==> src/rtl/ep2_pkg.sv <==
/*
  Package for the extended page two control register bank: management
  addresses, page codes, field positions, reset values and bus carriers.
  Assumes a 32-entry, 16-bit management register space.
*/
package ep2_pkg;

  localparam int ADDR_W = 5;
  localparam int DATA_W = 16;
  localparam int MAIN_DEPTH = 31;

  // Management addresses
  localparam logic [4:0] PAGE_SEL_ADDR = 5'h1f;
  localparam logic [4:0] EXT_FIRST_ADDR = 5'h10;
  localparam logic [4:0] TRIM_ADDR = 5'h10;
  localparam logic [4:0] EFFIC_ADDR = 5'h11;

  // Page select codes
  localparam logic [15:0] PAGE_MAIN = 16'h0000;
  localparam logic [15:0] PAGE_EXT2 = 16'h0002;

  // Trim register fields
  localparam int TRIM_GIG_LSB = 12;
  localparam int TRIM_FAST_LSB = 8;
  localparam int TRIM_TEN_LSB = 4;
  localparam int TRIM_TE_LSB = 0;
  localparam logic [3:0] TRIM_GIG_RST = 4'h0;
  localparam logic [3:0] TRIM_FAST_RST = 4'h2;
  localparam logic [3:0] TRIM_TEN_RST = 4'hb;
  localparam logic [3:0] TRIM_TE_RST = 4'he;

  // Efficiency register fields
  localparam int EFF_TE_EN_BIT = 15;
  localparam int EFF_LED_INV_LSB = 10;
  localparam int EFF_GIG_FORCE_BIT = 5;
  localparam int EFF_FORCE_LPI_BIT = 4;
  localparam int EFF_FAST_TX_INH_BIT = 3;
  localparam int EFF_FAST_RX_INH_BIT = 2;
  localparam int EFF_GIG_TX_INH_BIT = 1;
  localparam int EFF_GIG_RX_INH_BIT = 0;
  localparam logic [15:0] EFF_WR_MASK = 16'hbc3f;
  localparam logic [15:0] EFF_RST = 16'h0000;
  localparam logic [15:0] MAIN_RST = 16'h0000;

  // Basic control register bits used by forced gigabit link-up
  localparam logic [4:0] BASIC_CTRL_ADDR = 5'h00;
  localparam int BASIC_SPEED_LSB_BIT = 13;
  localparam int BASIC_SPEED_MSB_BIT = 6;

  typedef enum logic [1:0] {SPEED_10, SPEED_100, SPEED_1000} ep2_speed_e;

  typedef struct packed {
    logic wr;
    logic rd;
    logic [4:0] addr;
    logic [15:0] wdata;
  } ep2_bus_req_s;

  typedef struct packed {
    logic mac_tx_idle;
    logic mac_tx_lpi;
    logic media_rx_lpi;
  } ep2_lpi_in_s;

  typedef struct packed {
    logic media_tx_idle;
    logic media_tx_lpi;
    logic gen_lpi;
    logic mac_rx_lpi;
  } ep2_lpi_out_s;

endpackage : ep2_pkg

==> src/rtl/ep2_page2_regs.sv <==
/*
  Extended page two register bank with page selection, standard register
  storage, amplitude trim and energy-efficiency controls.
  Assumes all functional inputs come from logic on clock_i.
*/
`timescale 1ns/100ps

module ep2_page2_regs (
  input logic clock_i,
  input logic sys_rst_i,
  input ep2_pkg::ep2_bus_req_s bus_req_i,
  output logic [15:0] bus_rdata_o,
  input ep2_pkg::ep2_speed_e speed_i,
  input ep2_pkg::ep2_lpi_in_s lpi_i,
  output ep2_pkg::ep2_lpi_out_s lpi_o,
  input logic [7:0] indicator_on_i,
  output logic [7:0] indicator_outputs_o,
  output logic [15:0] copper_media_transmit_trim_o,
  output logic te10_enable_o,
  output logic gig_force_link_o
);

  logic [15:0] page_reg;
  logic [15:0] trim_reg;
  logic [15:0] effic_reg;
  logic [15:0] main_reg [0:30];
  logic [15:0] rdata_reg;
  logic [15:0] rdata_next;
  logic ext_hit;
  logic page2_sel;
  logic [7:0] indicator_reg;
  logic [7:0] indicator_next;
  ep2_pkg::ep2_lpi_out_s lpi_reg;
  ep2_pkg::ep2_lpi_out_s lpi_next;
  logic [15:0] trim_out_reg;
  logic te10_reg;
  logic gig_force_reg;
  logic gig_force_next;
  logic tx_inhibit;
  logic rx_inhibit;
  logic [15:0] main_peek;

  assign page2_sel = (page_reg == ep2_pkg::PAGE_EXT2);
  // Extended window only for 16..30 under page two
  assign ext_hit = page2_sel &&
                   (bus_req_i.addr >= ep2_pkg::EXT_FIRST_ADDR) &&
                   (bus_req_i.addr != ep2_pkg::PAGE_SEL_ADDR);
  assign main_peek = (bus_req_i.addr == ep2_pkg::PAGE_SEL_ADDR) ?
                     16'h0000 : main_reg[bus_req_i.addr];

  // Page select register
  always_ff @(posedge clock_i) begin
    if (sys_rst_i) begin
      page_reg <= ep2_pkg::PAGE_MAIN;
    end else if (bus_req_i.wr &&
                 bus_req_i.addr == ep2_pkg::PAGE_SEL_ADDR) begin
      page_reg <= bus_req_i.wdata;
    end
  end

  // Standard register storage, reached whenever extended window is off
  always_ff @(posedge clock_i) begin
    if (sys_rst_i) begin
      for (int i = 0; i < ep2_pkg::MAIN_DEPTH; i++) begin
        main_reg[i] <= ep2_pkg::MAIN_RST;
      end
    end else if (bus_req_i.wr && !ext_hit &&
                 bus_req_i.addr != ep2_pkg::PAGE_SEL_ADDR) begin
      main_reg[bus_req_i.addr] <= bus_req_i.wdata;
    end
  end

  // Amplitude trim register
  always_ff @(posedge clock_i) begin
    if (sys_rst_i) begin
      trim_reg[15:12] <= ep2_pkg::TRIM_GIG_RST;
      trim_reg[11:8] <= ep2_pkg::TRIM_FAST_RST;
      trim_reg[7:4] <= ep2_pkg::TRIM_TEN_RST;
      trim_reg[3:0] <= ep2_pkg::TRIM_TE_RST;
    end else if (bus_req_i.wr && ext_hit &&
                 bus_req_i.addr == ep2_pkg::TRIM_ADDR) begin
      trim_reg <= bus_req_i.wdata;
    end
  end

  // Efficiency control register, reserved bits held at zero
  always_ff @(posedge clock_i) begin
    if (sys_rst_i) begin
      effic_reg <= ep2_pkg::EFF_RST;
    end else if (bus_req_i.wr && ext_hit &&
                 bus_req_i.addr == ep2_pkg::EFFIC_ADDR) begin
      effic_reg <= bus_req_i.wdata & ep2_pkg::EFF_WR_MASK;
    end
  end

  // Read data path
  always_comb begin
    rdata_next = 16'h0000;
    if (bus_req_i.rd) begin
      if (bus_req_i.addr == ep2_pkg::PAGE_SEL_ADDR) begin
        rdata_next = page_reg;
      end else if (ext_hit) begin
        case (bus_req_i.addr)
          ep2_pkg::TRIM_ADDR: rdata_next = trim_reg;
          ep2_pkg::EFFIC_ADDR: rdata_next = effic_reg;
          default: rdata_next = 16'h0000;
        endcase
      end else begin
        rdata_next = main_reg[bus_req_i.addr];
      end
    end
  end

  always_ff @(posedge clock_i) begin
    if (sys_rst_i) begin
      rdata_reg <= 16'h0000;
    end else begin
      rdata_reg <= rdata_next;
    end
  end

  // Indicator drive: low when lit unless the group is inverted
  for (genvar g = 0; g < 8; g++) begin : g_ind
    assign indicator_next[g] = ~indicator_on_i[g] ^
        effic_reg[ep2_pkg::EFF_LED_INV_LSB + g / 2];
  end

  always_ff @(posedge clock_i) begin
    if (sys_rst_i) begin
      indicator_reg <= 8'hff;
    end else begin
      indicator_reg <= indicator_next;
    end
  end

  // Low-power idle handling
  always_comb begin
    tx_inhibit = 1'b0;
    rx_inhibit = 1'b0;
    case (speed_i)
      ep2_pkg::SPEED_100: begin
        tx_inhibit = effic_reg[ep2_pkg::EFF_FAST_TX_INH_BIT];
        rx_inhibit = effic_reg[ep2_pkg::EFF_FAST_RX_INH_BIT];
      end
      ep2_pkg::SPEED_1000: begin
        tx_inhibit = effic_reg[ep2_pkg::EFF_GIG_TX_INH_BIT];
        rx_inhibit = effic_reg[ep2_pkg::EFF_GIG_RX_INH_BIT];
      end
      default: begin
        tx_inhibit = 1'b0;
        rx_inhibit = 1'b0;
      end
    endcase
  end

  always_comb begin
    lpi_next.gen_lpi = effic_reg[ep2_pkg::EFF_FORCE_LPI_BIT] &
                       lpi_i.mac_tx_idle;
    lpi_next.media_tx_idle = lpi_i.mac_tx_idle &
                             ~effic_reg[ep2_pkg::EFF_FORCE_LPI_BIT];
    lpi_next.media_tx_lpi = (lpi_i.mac_tx_lpi & ~tx_inhibit) |
                            lpi_next.gen_lpi;
    lpi_next.mac_rx_lpi = lpi_i.media_rx_lpi & ~rx_inhibit;
  end

  always_ff @(posedge clock_i) begin
    if (sys_rst_i) begin
      lpi_reg <= '0;
    end else begin
      lpi_reg <= lpi_next;
    end
  end

  // Forced gigabit link-up without a forced role
  assign gig_force_next = effic_reg[ep2_pkg::EFF_GIG_FORCE_BIT] &
      main_reg[ep2_pkg::BASIC_CTRL_ADDR][ep2_pkg::BASIC_SPEED_MSB_BIT] &
      ~main_reg[ep2_pkg::BASIC_CTRL_ADDR][ep2_pkg::BASIC_SPEED_LSB_BIT];

  always_ff @(posedge clock_i) begin
    if (sys_rst_i) begin
      gig_force_reg <= 1'b0;
      te10_reg <= 1'b0;
      trim_out_reg <= {ep2_pkg::TRIM_GIG_RST, ep2_pkg::TRIM_FAST_RST,
                       ep2_pkg::TRIM_TEN_RST, ep2_pkg::TRIM_TE_RST};
    end else begin
      gig_force_reg <= gig_force_next;
      te10_reg <= effic_reg[ep2_pkg::EFF_TE_EN_BIT];
      trim_out_reg <= trim_reg;
    end
  end

  assign bus_rdata_o = rdata_reg;
  assign indicator_outputs_o = indicator_reg;
  assign lpi_o = lpi_reg;
  assign copper_media_transmit_trim_o = trim_out_reg;
  assign te10_enable_o = te10_reg;
  assign gig_force_link_o = gig_force_reg;

  // Checks
  a_page_sel_store: assert property (
    @(posedge clock_i) disable iff (sys_rst_i)
    bus_req_i.wr && bus_req_i.addr == 5'h1f && bus_req_i.wdata == 16'h0002
    |=> page2_sel)
    else $error("page two not selected after write");

  a_page_read_back: assert property (
    @(posedge clock_i) disable iff (sys_rst_i)
    bus_req_i.rd && bus_req_i.addr == ep2_pkg::PAGE_SEL_ADDR
    |=> bus_rdata_o == $past(page_reg))
    else $error("page register read back wrong");

  a_ext_trim_read: assert property (
    @(posedge clock_i) disable iff (sys_rst_i)
    bus_req_i.rd && page2_sel && bus_req_i.addr == 5'h10
    |=> bus_rdata_o == $past(trim_reg))
    else $error("page two read missed trim register");

  a_ext_effic_read: assert property (
    @(posedge clock_i) disable iff (sys_rst_i)
    bus_req_i.rd && page2_sel && bus_req_i.addr == ep2_pkg::EFFIC_ADDR
    |=> bus_rdata_o == $past(effic_reg))
    else $error("page two read missed efficiency register");

  a_ext_main_kept: assert property (
    @(posedge clock_i) disable iff (sys_rst_i)
    bus_req_i.wr && page2_sel && bus_req_i.addr == ep2_pkg::TRIM_ADDR
    |=> main_reg[16] == $past(main_reg[16]))
    else $error("page two write reached standard register");

  a_low_map_fixed: assert property (
    @(posedge clock_i) disable iff (sys_rst_i)
    bus_req_i.rd && bus_req_i.addr < 5'h10
    |=> bus_rdata_o == $past(main_peek))
    else $error("low address not mapped to standard");

  a_low_write_lands: assert property (
    @(posedge clock_i) disable iff (sys_rst_i)
    bus_req_i.wr && bus_req_i.addr < ep2_pkg::EXT_FIRST_ADDR
    |=> main_reg[$past(bus_req_i.addr)] == $past(bus_req_i.wdata))
    else $error("low address write not stored");

  a_main_restored: assert property (
    @(posedge clock_i) disable iff (sys_rst_i)
    bus_req_i.wr && bus_req_i.addr == 5'h1f && bus_req_i.wdata == 16'h0000
    ##1 bus_req_i.rd && bus_req_i.addr == 5'h11
    |=> bus_rdata_o == $past(main_reg[17]))
    else $error("main access not restored");

  a_page_zero_store: assert property (
    @(posedge clock_i) disable iff (sys_rst_i)
    bus_req_i.wr && bus_req_i.addr == ep2_pkg::PAGE_SEL_ADDR &&
    bus_req_i.wdata == ep2_pkg::PAGE_MAIN
    |=> !page2_sel)
    else $error("page zero did not close extended window");

  a_main_high_read: assert property (
    @(posedge clock_i) disable iff (sys_rst_i)
    bus_req_i.rd && !page2_sel && bus_req_i.addr >= 5'h10 &&
    bus_req_i.addr != 5'h1f
    |=> bus_rdata_o == $past(main_peek))
    else $error("main upper address not read");

  a_trim_reset_val: assert property (
    @(posedge clock_i) sys_rst_i |=> trim_reg == 16'h02be)
    else $error("trim reset value wrong");

  a_trim_out_reset: assert property (
    @(posedge clock_i) sys_rst_i |=> copper_media_transmit_trim_o == 16'h02be)
    else $error("trim output reset value wrong");

  a_trim_write_out: assert property (
    @(posedge clock_i) disable iff (sys_rst_i)
    bus_req_i.wr && ext_hit && bus_req_i.addr == 5'h10
    |=> ##1 copper_media_transmit_trim_o == $past(bus_req_i.wdata, 2))
    else $error("trim write not reflected at output");

  a_effic_reset: assert property (
    @(posedge clock_i) sys_rst_i |=> effic_reg == ep2_pkg::EFF_RST)
    else $error("efficiency reset value wrong");

  a_te10_follow: assert property (
    @(posedge clock_i) disable iff (sys_rst_i)
    ##1 te10_enable_o == $past(effic_reg[15]))
    else $error("efficient ten enable mismatch");

  a_led_polarity: assert property (
    @(posedge clock_i) disable iff (sys_rst_i)
    effic_reg[13:10] == 4'h0 && indicator_on_i[0]
    |=> !indicator_outputs_o[0])
    else $error("indicator not active low");

  a_led_invert: assert property (
    @(posedge clock_i) disable iff (sys_rst_i)
    effic_reg[ep2_pkg::EFF_LED_INV_LSB] && indicator_on_i[0]
    |=> indicator_outputs_o[0])
    else $error("indicator group not inverted");

  a_force_link_on: assert property (
    @(posedge clock_i) disable iff (sys_rst_i)
    effic_reg[5] && main_reg[0][6] && !main_reg[0][13]
    |=> gig_force_link_o)
    else $error("forced gigabit link not allowed");

  a_force_link_off: assert property (
    @(posedge clock_i) disable iff (sys_rst_i)
    !effic_reg[ep2_pkg::EFF_GIG_FORCE_BIT]
    |=> !gig_force_link_o)
    else $error("forced gigabit link without enable");

  a_lpi_forced: assert property (
    @(posedge clock_i) disable iff (sys_rst_i)
    effic_reg[4] && lpi_i.mac_tx_idle
    |=> lpi_o.media_tx_lpi && !lpi_o.media_tx_idle)
    else $error("forced low-power idle not sent");

  a_idle_forward: assert property (
    @(posedge clock_i) disable iff (sys_rst_i)
    !effic_reg[4] |=> lpi_o.media_tx_idle == $past(lpi_i.mac_tx_idle))
    else $error("idle not forwarded");

  a_gen_lpi_off: assert property (
    @(posedge clock_i) disable iff (sys_rst_i)
    !effic_reg[ep2_pkg::EFF_FORCE_LPI_BIT]
    |=> !lpi_o.gen_lpi)
    else $error("generator low-power idle without force");

  a_tx_lpi_block: assert property (
    @(posedge clock_i) disable iff (sys_rst_i)
    !effic_reg[4] && ((speed_i == ep2_pkg::SPEED_100 && effic_reg[3]) ||
    (speed_i == ep2_pkg::SPEED_1000 && effic_reg[1]))
    |=> !lpi_o.media_tx_lpi)
    else $error("transmit low-power idle not inhibited");

  a_rx_lpi_block: assert property (
    @(posedge clock_i) disable iff (sys_rst_i)
    (speed_i == ep2_pkg::SPEED_100 && effic_reg[2]) ||
    (speed_i == ep2_pkg::SPEED_1000 && effic_reg[0])
    |=> !lpi_o.mac_rx_lpi)
    else $error("receive low-power idle not inhibited");

  a_rx_lpi_pass: assert property (
    @(posedge clock_i) disable iff (sys_rst_i)
    speed_i == ep2_pkg::SPEED_10
    |=> lpi_o.mac_rx_lpi == $past(lpi_i.media_rx_lpi))
    else $error("receive low-power idle not passed");

  a_reserved_zero: assert property (
    @(posedge clock_i) disable iff (sys_rst_i)
    bus_req_i.rd && ext_hit && bus_req_i.addr > 5'h11
    |=> bus_rdata_o == 16'h0000)
    else $error("reserved address not zero");

  a_reserved_bits: assert property (
    @(posedge clock_i) disable iff (sys_rst_i)
    (effic_reg & ~ep2_pkg::EFF_WR_MASK) == 16'h0000)
    else $error("reserved efficiency bits not zero");

endmodule : ep2_page2_regs

==> config.mk <==
export PLATFORM = sky130hd
export DESIGN_NAME = ep2_page2_regs
export DESIGN_NICKNAME = d
export VERILOG_FILES = /design/src/rtl/ep2_pkg.sv /design/src/rtl/ep2_page2_regs.sv
export SDC_FILE = /design/constraint.sdc
export NUM_CORES = 1
export LEC_CHECK = 0
export ABC_AREA = 1
export ABC_CLOCK_PERIOD_IN_PS = 3400
export BUFFER_PORTS_ARGS = -buffer_cell sky130_fd_sc_hd__buf_2
export CELL_PAD_IN_SITES_DETAIL_PLACEMENT = 2
export CELL_PAD_IN_SITES_GLOBAL_PLACEMENT = 2
export CORE_ASPECT_RATIO = 1.1
export CORE_MARGIN = 4
export CORE_UTILIZATION = 30
export CTS_BUF_LIST = sky130_fd_sc_hd__clkbuf_4
export DETAILED_ROUTE_END_ITERATION = 6
export PLACE_DENSITY = 0.71
export SLEW_MARGIN = 10
export SYNTH_ARGS = -nofsm -noshare
export SYNTH_HDL_FRONTEND = slang
export SYNTH_SLANG_ARGS = --single-unit
==> constraint.sdc <==
create_clock -name clock_i -period 3.4 [get_ports clock_i]
set_clock_uncertainty 0.1 [all_clocks]
set_input_delay 0.68 -clock clock_i [delete_from_list [all_inputs] [get_ports clock_i]]
set_output_delay 0.68 -clock clock_i [all_outputs]
set_load 0.05 [all_outputs]
[Word-level counts from Yosys, hierarchy flattened]
Memory sizes are Yosys's and may differ from the RTL's.
Cells that the tools add are included.
W data, S select, Z words.
Word-level totals
  flip-flop bits (word level): 89
  RAM bits: 496
  output and inout bits: 46
  memories kept: 1
  word-level logic and storage cells: 73
Memory list
  main_reg: depth 31, bits a word 16, read ports 2, clocked after memory_dff 0, wr ports 31, RTL line ep2_page2_regs.sv:26  | logic [15:0] main_reg [0:30];
Operators by class
  order comparisons: 1
  bitwise operators: 28
  reduce and logical (&&, ||, !) cells: 11
  multiplexer cells: 13
  equal/unequal tests: 7
Operators with widths (number)
  $mux W16: 3
  $pmux W16 S2: 1
  $eq A16 B2 Y1 const B: 1
  $reduce_or A16 Y1: 1
  $eq A5 B5 Y1 const B: 3
  $not A1 Y1: 13
  $logic_and A1 B1 Y1: 8
  $xor A1 B1 Y1: 8
  $and A1 B1 Y1: 6
  $mux W1: 6
  $ge A5 B5 Y1 const B: 1
  $mux W5: 1
  $ne A5 B5 Y1 const B: 1
  $pmux W1 S2: 2
  $eq A2 B1 Y1 const B: 1
  $eq A2 B2 Y1 const B: 1
  $reduce_or A2 Y1: 1
  $logic_not A1 Y1: 1
  $or A1 B1 Y1: 1

[Logic depth before layout (Yosys ltp)]
Gate-level depths: netlist of the first run.
  depth in word-level cells: 11
  gate-level depth with buffers: 14
  depth with buffers taken out: 11

[Worst setup path before layout of the first run]
OpenSTA, ideal clock, no wires.
  path type: input port to flip-flop
  from: input bus_req_i[16] (netlist bit)
  to: memory main_reg[0][0] (enable)
  path buffers: 3
  stages on the path: 12
  data arrival time: 2.752 ns
  required time: 2.928 ns
  slack: 0.176 ns
  library setup time: 0.372 ns
  path through: buf_2 nand2_1 inv_2 nand2_1 nand2_1 nor2_1 or2_1 clkbuf_1 nor2_2 nand2_2 buf_2 nand2_1
RTL lines
  start, declared: RTL line ep2_page2_regs.sv:11  | input ep2_pkg::ep2_bus_req_s bus_req_i,
  end, declared: RTL line ep2_page2_regs.sv:26

[Worst setup path after layout of the first run]
  from: register page_reg[13]
  to: register effic_reg[3]
Between the ends
  longest elaborated chain between the ends: 5
RTL lines
  start, declared: RTL line ep2_page2_regs.sv:23  | logic [15:0] page_reg;
  start signal, assigned: RTL line ep2_page2_regs.sv:54  | page_reg <= ep2_pkg::PAGE_MAIN;
  start signal, assigned: RTL line ep2_page2_regs.sv:57  | page_reg <= bus_req_i.wdata;
  $eq A16 B2 Y1: RTL line ep2_page2_regs.sv:43  | assign page2_sel = (page_reg == ep2_pkg::PAGE_EXT2);
  $logic_and A1 B1 Y1: RTL line ep2_page2_regs.sv:45  | assign ext_hit = page2_sel &&
  $logic_and A1 B1 Y1: RTL line ep2_page2_regs.sv:46  | (bus_req_i.addr >= ep2_pkg::EXT_FIRST_ADDR) &&
  $logic_and A1 B1 Y1 (2 in series): RTL line ep2_page2_regs.sv:90  | end else if (bus_req_i.wr && ext_hit &&
  end signal, assigned: RTL line ep2_page2_regs.sv:89  | effic_reg <= ep2_pkg::EFF_RST;
  end signal, assigned: RTL line ep2_page2_regs.sv:92  | effic_reg <= bus_req_i.wdata & ep2_pkg::EFF_WR_MASK;
  end, declared: RTL line ep2_page2_regs.sv:25  | logic [15:0] effic_reg;
No other way between the ends.
A chain may end at the register's enable or synchronous reset.

==> results.rst, run 1 <==
.. list-table::
   :header-rows: 1

   * - Metric
     - Value
   * - Outcome
     - complete, no violations
   * - Worst reg2reg startpoint
     - page_reg[13]
   * - Sequential fraction of the synthesis area
     - 0.642
   * - Longest individual stage delay on the worst path
     - 0.41 ns
   * - Met1 usage
     - 0.261
   * - Maximum VDD drop
     - 0.000254 V
   * - Internal Power
     - roughly 0.012 W
   * - Syn Area/Cell
     - around 8.8 um2
   * - Crit path DAT
     - 3.37 ns
   * - Synthesized flop and latch total
     - ~600
   * - Global-route track usage on met2
     - 0.389
   * - Fraction of power consumed by the clock network
     - 0.397
   * - Via count
     - 22200
   * - Die extent in x
     - 293 um
   * - Achievable Freq
     - 387 MHz
   * - Via count of the first global-routing pass
     - 24800
   * - Dpl hpwl
     - ~67 mm
   * - Bufs on Longest Clock Path
     - 3
   * - Synthesized-area fraction occupied by adder cells
     - 0.000936
   * - Sequence of cells on the critical path
     - inv_1 > nand2_1 > nor2_1 > nand3b_1 > nor2_2 > buf_4 > nand3_1 > buf_4 > o21ai_0 > a21oi_1
   * - Yosys warning count
     - 0
   * - Detailed-route DRC error count
     - 0
   * - Resized Gates After CTS
     - 0
   * - Average via count per standard cell
     - 4.88
   * - Fin crit share
     - 0.760
   * - Pwr/cell area
     - between 500 and 600 mW/mm2
   * - Net Sw Power
     - 0.00451 W
   * - Critical path buffer and inverter count
     - 3
   * - Switching power share of the total
     - 0.270
   * - TritonCTS Sinks
     - 601
   * - Hold Buf Count CTS
     - 31
   * - Share of the core filled with cells
     - 0.361
   * - Share of synthesized area spent on multiplexers
     - 0
   * - Static Leakage
     - 13.8 nW
   * - Logic depth of the worst path, buffers included
     - 10
   * - Transition time of the tightest slew-check pin
     - about 1 ns
   * - Gate Count Post-Synth
     - 3030
   * - Critical path class
     - reg2reg
   * - Count of TritonRoute iterations in the first routing pass
     - 5
   * - Cell at the slowest stage of the critical path
     - buf_4
   * - Total negative slack for setup checks
     - 0 ns
   * - Kind of end point of the critical path
     - flop
   * - Share of total power in combinational logic
     - 0.097
   * - Most congested layer reported by global routing
     - met2
   * - RR Endpoint
     - effic_reg[3]
   * - Std cell rows
     - 114
   * - Length in cells of the worst reg-to-reg path
     - 10
   * - Multi-input gate area
     - 0.00858 mm2
   * - Global-route wire length before repair
     - 154 mm
   * - Antenna Violating Nets Remaining
     - 0
   * - Net count of the finished layout
     - 3310
   * - TritonCTS clock tree
     - yes
   * - Wire length per cell
     - 22.9 um
   * - Post-CTS setup buffer count
     - 0
   * - Complex-gate fraction of the synthesized area
     - 0.0257
   * - Final GP Congestion
     - 0.820
   * - Register-to-register path setup slack
     - 0.82 ns
   * - GR met3 Demand/Resource
     - 0.0386
   * - Slew Limit Headroom
     - 0.335
   * - Max-capacitance violation count
     - 0
   * - Fraction of synthesized cell area in xor and xnor cells
     - 0
   * - Count of input and output buffers
     - 83
   * - Starting Density
     - 0.303
   * - Most numerous cell on the critical path
     - buf_4
   * - Capturing element of the worst setup path
     - effic_reg[3]
   * - Post-synth design cell area
     - 0.0267 mm2
   * - Number of hold-slack violations in the final timing report
     - 0
   * - Overall track demand over capacity in global routing
     - 0.219
   * - Area of the placeable core
     - 0.0881 mm2
   * - Clock latency reported for the late side of the worst-skew pair
     - 1.03 ns
   * - Worst path top cell family by delay
     - buffers and inverters
   * - Flop pwr share
     - 0.506
   * - Pin count of the biggest net entering global routing
     - 131
   * - FILL cells
     - 9891
   * - Distinct cell type count of the synthesized netlist
     - 21
   * - Simple logic cell fraction of the synthesized area
     - 0.291
   * - Final setup violation count
     - 0
   * - Clock period minus final worst setup slack
     - 2.58 ns
   * - Area occupied by registers
     - 0.0172 mm2
   * - Crit path launch
     - page_reg[13]
   * - Cell total after placement
     - 4232
   * - Finished Layout Cells
     - 4539
   * - Die Footprint
     - 0.0939 mm2
   * - Pins Over Slew Limit
     - 0
   * - Total power consumption of the routed design
     - 0.0167 W
   * - Setup repair after global routing missed its margin
     - no
   * - Share of cells above drive strength 1
     - 0.155
   * - Total overflow reported by the global router
     - 0
   * - Final wirelength
     - 104 mm
   * - I/O pin count
     - between 80 and 90
   * - Path type of the worst min-delay path
     - in2reg
   * - Clock-pin slew of the registers on the worst-case setup and hold paths
     - 0.08 ns
   * - Required time of the critical path
     - 4.18 ns
   * - Clock buffer count from CTS
     - between 150 and 200
   * - Area added between synthesis and finish
     - 19.0%
   * - Combinational family with the most area after synthesis
     - simple AND/OR/NAND/NOR gates
   * - Number of flip-flops under the largest register name
     - 512
   * - Antenna violations before repair
     - 2
   * - Worst slack on hold paths
     - 0.152 ns
   * - Critical Path Start Type
     - flop
   * - CTS HTree Levels
     - 4
   * - Highest fanout seen on the critical path
     - 34
   * - Number of DRC markers in iteration 0
     - around 1400
   * - Root buffer cell
     - clkbuf_4
   * - Vertical die dimension
     - 321 um
[synthesized netlist by cell type]
cell      number  share of area
conb_1         1        0.00014
nand2_1     1252           0.18
dfxtp_1       89          0.067
buf_2         32         0.0060
nand2_2       31         0.0073
nand3b_1       1        0.00028
nor3_1         7         0.0013
edfxtp_1     512           0.58
nand3_1       84          0.016
nor2_1       634          0.089
or2_1          1        0.00023
buf_1          5        0.00070
nor2_2         3        0.00070
o21ai_0       67          0.013
o22ai_1        1        0.00023
inv_1         72          0.010
clkbuf_1     162          0.023
inv_2          4        0.00056
nor3_4         1        0.00061
a21oi_1       69          0.013
ha_1           2        0.00094
[kinds of logic after synthesis]
group | Yosys count
flops | 601
fa+ha+maj | 2
compound gates | 137
simple gates | 2014
buf+inv | 275
other cells | 1
[per-layer routing]
| metal | wire [um] | share of wire |
|---|---|---|
| met1 | 42400 | 0.41 |
| met2 | 53000 | 0.51 |
| met3 | 4330 | 0.042 |
| met4 | 4030 | 0.039 |
| met5 | 0 | 0 |
[cells in the final DEF (no fill, tap or decap), types with 37 or more instances in the layout]
master	synthesis	routed
buf_12	0	37
nand3_1	84	84
dfxtp_1	89	89
inv_1	72	72
edfxtp_1	512	512
nand2_1	1252	1252
nor2_1	634	631
o21ai_0	67	67
buf_2	32	81
a21oi_1	69	69
clkbuf_4	0	235
buf_4	0	107
[stage by stage]
stage	setup WS [ns]	instance area, um2
floorplan	0.176	26800
global placement	0.456	29400
detailed placement	0.389	29400
CTS	0.764	31800
global route	0.715	31800
finish	0.818	31800
[power by group through the flow]
stage                     registers (W)  logic, W  clock network [W]
final                           0.00846   0.00163            0.00664
after global routing            0.00849   0.00177            0.00724
after CTS                       0.00847   0.00164            0.00685
after detailed placement        0.00862   0.00160                  0
after global placement          0.00860   0.00155                  0
after floorplan                 0.00864  0.000770                  0
[area by class of cell]
cell class                      count  share of cell area
Antenna cell                        3            0.000236
Clock buffer                      235              0.0555
Clock inverter                     38             0.00870
Inverter                           76             0.00917
Multi-Input combinational cell   2169               0.270
Sequential cell                   601               0.540
Tap cell                         1160              0.0456
Timing Repair Buffer              257              0.0714
[worst reg2reg max path, delay by kind of cell (launching register included)]
kind	cells	cell delay, ns
AND/OR/NAND/NOR	5	0.79
buffers and inverters	3	0.78
AO/OA/AOI/OAI	2	0.45
flip-flops	1	0.33
[how the worst min path moves through the flow]
stage | from | cells past startpoint | slack [ns] | end
2_1_floorplan | trim_reg[7] | 2 | 0.30 | copper_media_transmit_trim_o[7]
3_3_place_gp | trim_reg[13] | 2 | 0.34 | copper_media_transmit_trim_o[13]
3_5_place_dp | trim_reg[9] | 2 | 0.35 | copper_media_transmit_trim_o[9]
4_1_cts | sys_rst_i | 3 | 0.004 | copper_media_transmit_trim_o[0]
5_1_grt | sys_rst_i | 3 | 0.11 | copper_media_transmit_trim_o[11]
6_report | sys_rst_i | 3 | 0.15 | copper_media_transmit_trim_o[11]
Note: power is estimated with default switching activity, not from simulation.
==> run 2, diff against run 1 <==
--- a/config.mk
+++ b/config.mk
@@ -6,7 +6,7 @@
 export NUM_CORES = 1
 export LEC_CHECK = 0
 export ABC_AREA = 1
-export ABC_CLOCK_PERIOD_IN_PS = 3400
+export ABC_CLOCK_PERIOD_IN_PS = 2450
 export BUFFER_PORTS_ARGS = -buffer_cell sky130_fd_sc_hd__buf_2
 export CELL_PAD_IN_SITES_DETAIL_PLACEMENT = 2
 export CELL_PAD_IN_SITES_GLOBAL_PLACEMENT = 2
@@ -15,7 +15,7 @@
 export CORE_UTILIZATION = 30
 export CTS_BUF_LIST = sky130_fd_sc_hd__clkbuf_4
 export DETAILED_ROUTE_END_ITERATION = 6
-export PLACE_DENSITY = 0.71
+export PLACE_DENSITY = 0.69
 export SLEW_MARGIN = 10
 export SYNTH_ARGS = -nofsm -noshare
 export SYNTH_HDL_FRONTEND = slang
==> constraint.sdc (replaced) <==
create_clock -name clock_i -period 2.45 [get_ports clock_i]
set_clock_uncertainty 0.1 [all_clocks]
set_input_delay 0.49 -clock clock_i [delete_from_list [all_inputs] [get_ports clock_i]]
set_output_delay 0.49 -clock clock_i [all_outputs]
set_load 0.05 [all_outputs]
==> run 2 against run 1 <==
Hold slack got worse by 0.0019 ns; setup slack worse by 0.75 ns; global-route usage grew 1.1 points; highest routed layer unchanged.
==> results.rst, run 2 (synthesis gave the netlist of run 1 again) <==
.. list-table::
   :header-rows: 1

   * - Metric
     - Value
   * - Overall track demand over capacity in global routing
     - 0.231
   * - Area occupied by registers
     - 0.0172 mm2
   * - Total overflow reported by the global router
     - 0
   * - Crit path DAT
     - 3.27 ns
   * - Clock period minus final worst setup slack
     - approximately 2.4 ns
   * - Critical path class
     - in2reg
   * - Static Leakage
     - between 10 and 15 nW
   * - WL met2
     - roughly 54 mm
   * - I/O pin count
     - 84
   * - Final GP Congestion
     - 0.851
   * - Via count
     - between 20000 and 25000
   * - Die Footprint
     - 0.0939 mm2
   * - Outcome
     - complete, no violations
   * - Area added between synthesis and finish
     - 24.3%
   * - Worst slack on hold paths
     - approximately 0.15 ns
   * - Maximum VDD drop
     - approximately 0.0004 V
   * - Kind of end point of the critical path
     - flop
   * - Leading cell types in the layout, fill and taps excluded
     - nand2_1, nor2_1, edfxtp_1
   * - Max-capacitance violation count
     - 0
   * - Clock buffer count from CTS
     - approximately 170
   * - Number of cells on the worst hold path
     - 2
   * - Crit path launch
     - bus_req_i[16]
   * - Number of DRC markers in iteration 0
     - 1366
   * - Area of the placeable core
     - 0.0881 mm2
   * - Most common cell after layout, fill and taps aside
     - nand2_1
   * - Pin count of the biggest net entering global routing
     - 52
   * - Antenna Violating Nets Remaining
     - 0
   * - Length of routed wiring on met1
     - between 40 and 50 mm
   * - Pwr/cell area
     - 714 mW/mm2
   * - Number of hold-slack violations in the final timing report
     - 0
   * - Area of placed instances
     - 0.0305 mm2
   * - Required time of the critical path
     - between 3 and 4 ns
   * - Via count of the first global-routing pass
     - 25500
   * - Multi-input gate area
     - 0.00884 mm2
   * - Net count of the finished layout
     - ~3400
   * - Worst reg2reg startpoint
     - page_reg[12]
   * - Number of flip-flops under the largest register name
     - 512
   * - Post-layout worst setup margin
     - 0.0657 ns
   * - Transition time of the tightest slew-check pin
     - about 0.62 ns
   * - Dpl hpwl
     - 72.1 mm
   * - Fin crit share
     - 0.973
   * - Critical Path Start Type
     - input port
   * - Die extent in x
     - 293 um
   * - FILL cells
     - 9766
   * - RR Endpoint
     - trim_reg[9]
   * - Count of input and output buffers
     - 83
   * - Antenna violations before repair
     - 3
   * - Final setup violation count
     - 0
   * - Root buffer cell
     - clkbuf_4
   * - Final design instance area without fill
     - 0.0332 mm2
   * - Clock latency reported for the late side of the worst-skew pair
     - 1.06 ns
   * - Final wirelength
     - 109 mm
   * - DP Worst Slack
     - -0.464 ns
   * - Detailed route wirelength on metal3
     - 5.04 mm
   * - Wire length per cell
     - 23.3 um
   * - Length in cells of the worst reg-to-reg path
     - 11
   * - Share of cells above drive strength 1
     - 0.188
   * - TritonCTS Sinks
     - around 600
   * - Achievable Freq
     - around 420 MHz
   * - CTS HTree Levels
     - 4
   * - Slew Limit Headroom
     - 0.588
   * - Detailed-route DRC error count
     - 0
   * - Count of TritonRoute iterations in the first routing pass
     - 5
   * - Register-to-register path setup slack
     - 0.17 ns
   * - Bufs on Longest Clock Path
     - 3
   * - Std cell rows
     - 114
   * - Starting Density
     - 0.303
   * - Clock-pin slew of the registers on the worst-case setup and hold paths
     - 0.09 ns
   * - Worst-case hold path end point
     - main_reg[31][11]
   * - Hold path start
     - bus_req_i[11]
   * - Pins Over Slew Limit
     - 0
   * - Uppermost metal layer occupied by signal nets
     - met4
   * - Path type of the worst min-delay path
     - in2reg
   * - Global-route wire length before repair
     - approximately 160 mm
   * - TritonCTS clock tree
     - yes
   * - Post-CTS setup buffer count
     - 0
   * - Vertical die dimension
     - approximately 320 um
   * - Average via count per standard cell
     - a little under 5
   * - Setup repair after global routing missed its margin
     - no
   * - Highest fanout seen on the critical path
     - 12
[run 2: metal layers]
layer,track usage,vias up
li1,-,10500
met1,0.278,11700
met2,0.396,541
met3,0.0441,206
met4,0.115,0
met5,0,-
[run 2: metrics by stage]
step           power (W)  std cells   util  setup TNS (ns)
2_1_floorplan     0.0131       3045      -          -24.95
3_3_place_gp      0.0143       4323  0.346          -72.56
3_5_place_dp      0.0144       4323  0.346         -141.32
4_1_cts           0.0240       4674  0.377               0
5_1_grt           0.0248       4675  0.377               0
6_report          0.0237       4676  0.377               0
[run 2: cell type report]
class,count,area share
Sequential cell,601,0.517
Multi-Input combinational cell,2169,0.266
Timing Repair Buffer,369,0.100
Clock buffer,230,0.0520
Tap cell,1160,0.0437
Clock inverter,69,0.0120
Inverter,76,0.00893
Antenna cell,2,0.000151
[run 2: power breakdown]
| group | leakage [nW] | total [W] | switching, W | internal (W) |
|---|---|---|---|---|
| combinational | 7.57 | 0.00249 | 0.00176 | 0.000732 |
| clock | 1.27 | 0.00947 | 0.00468 | 0.00480 |
| sequential | 5.60 | 0.0117 | 0.000174 | 0.0116 |
[run 2: how the worst max path moves through the flow]
stage                       to  slack, ns  depth (start not counted)
5_1_grt         bus_rdata_o[1]       0.01                         13
6_report       bus_rdata_o[14]       0.07                         13
3_5_place_dp    bus_rdata_o[1]      -0.46                         12
4_1_cts        bus_rdata_o[12]       0.01                          1
3_3_place_gp    bus_rdata_o[1]      -0.40                         12
2_1_floorplan  main_reg[14][0]      -0.10                         12
[run 2: what timing repair did]
action / 4_1_cts / 5_1_grt
hold endpoints to repair: 393 / 0
resized for setup: 2 / 3
setup endpoints to repair: 2 / 9
hold buffers: 52 / 0
[run 2: worst max-delay path: stages]
cell           delay [ns]
dlygate4sd3_1        0.55
buf_6                0.15
buf_4                0.16
buf_4                0.14
nor2_2               0.15
buf_4                0.23
inv_1                0.11
nor2_1               0.30
buf_4                0.29
inv_1                0.12
o21ai_0              0.28
nand2_1              0.12
a21oi_1              0.16
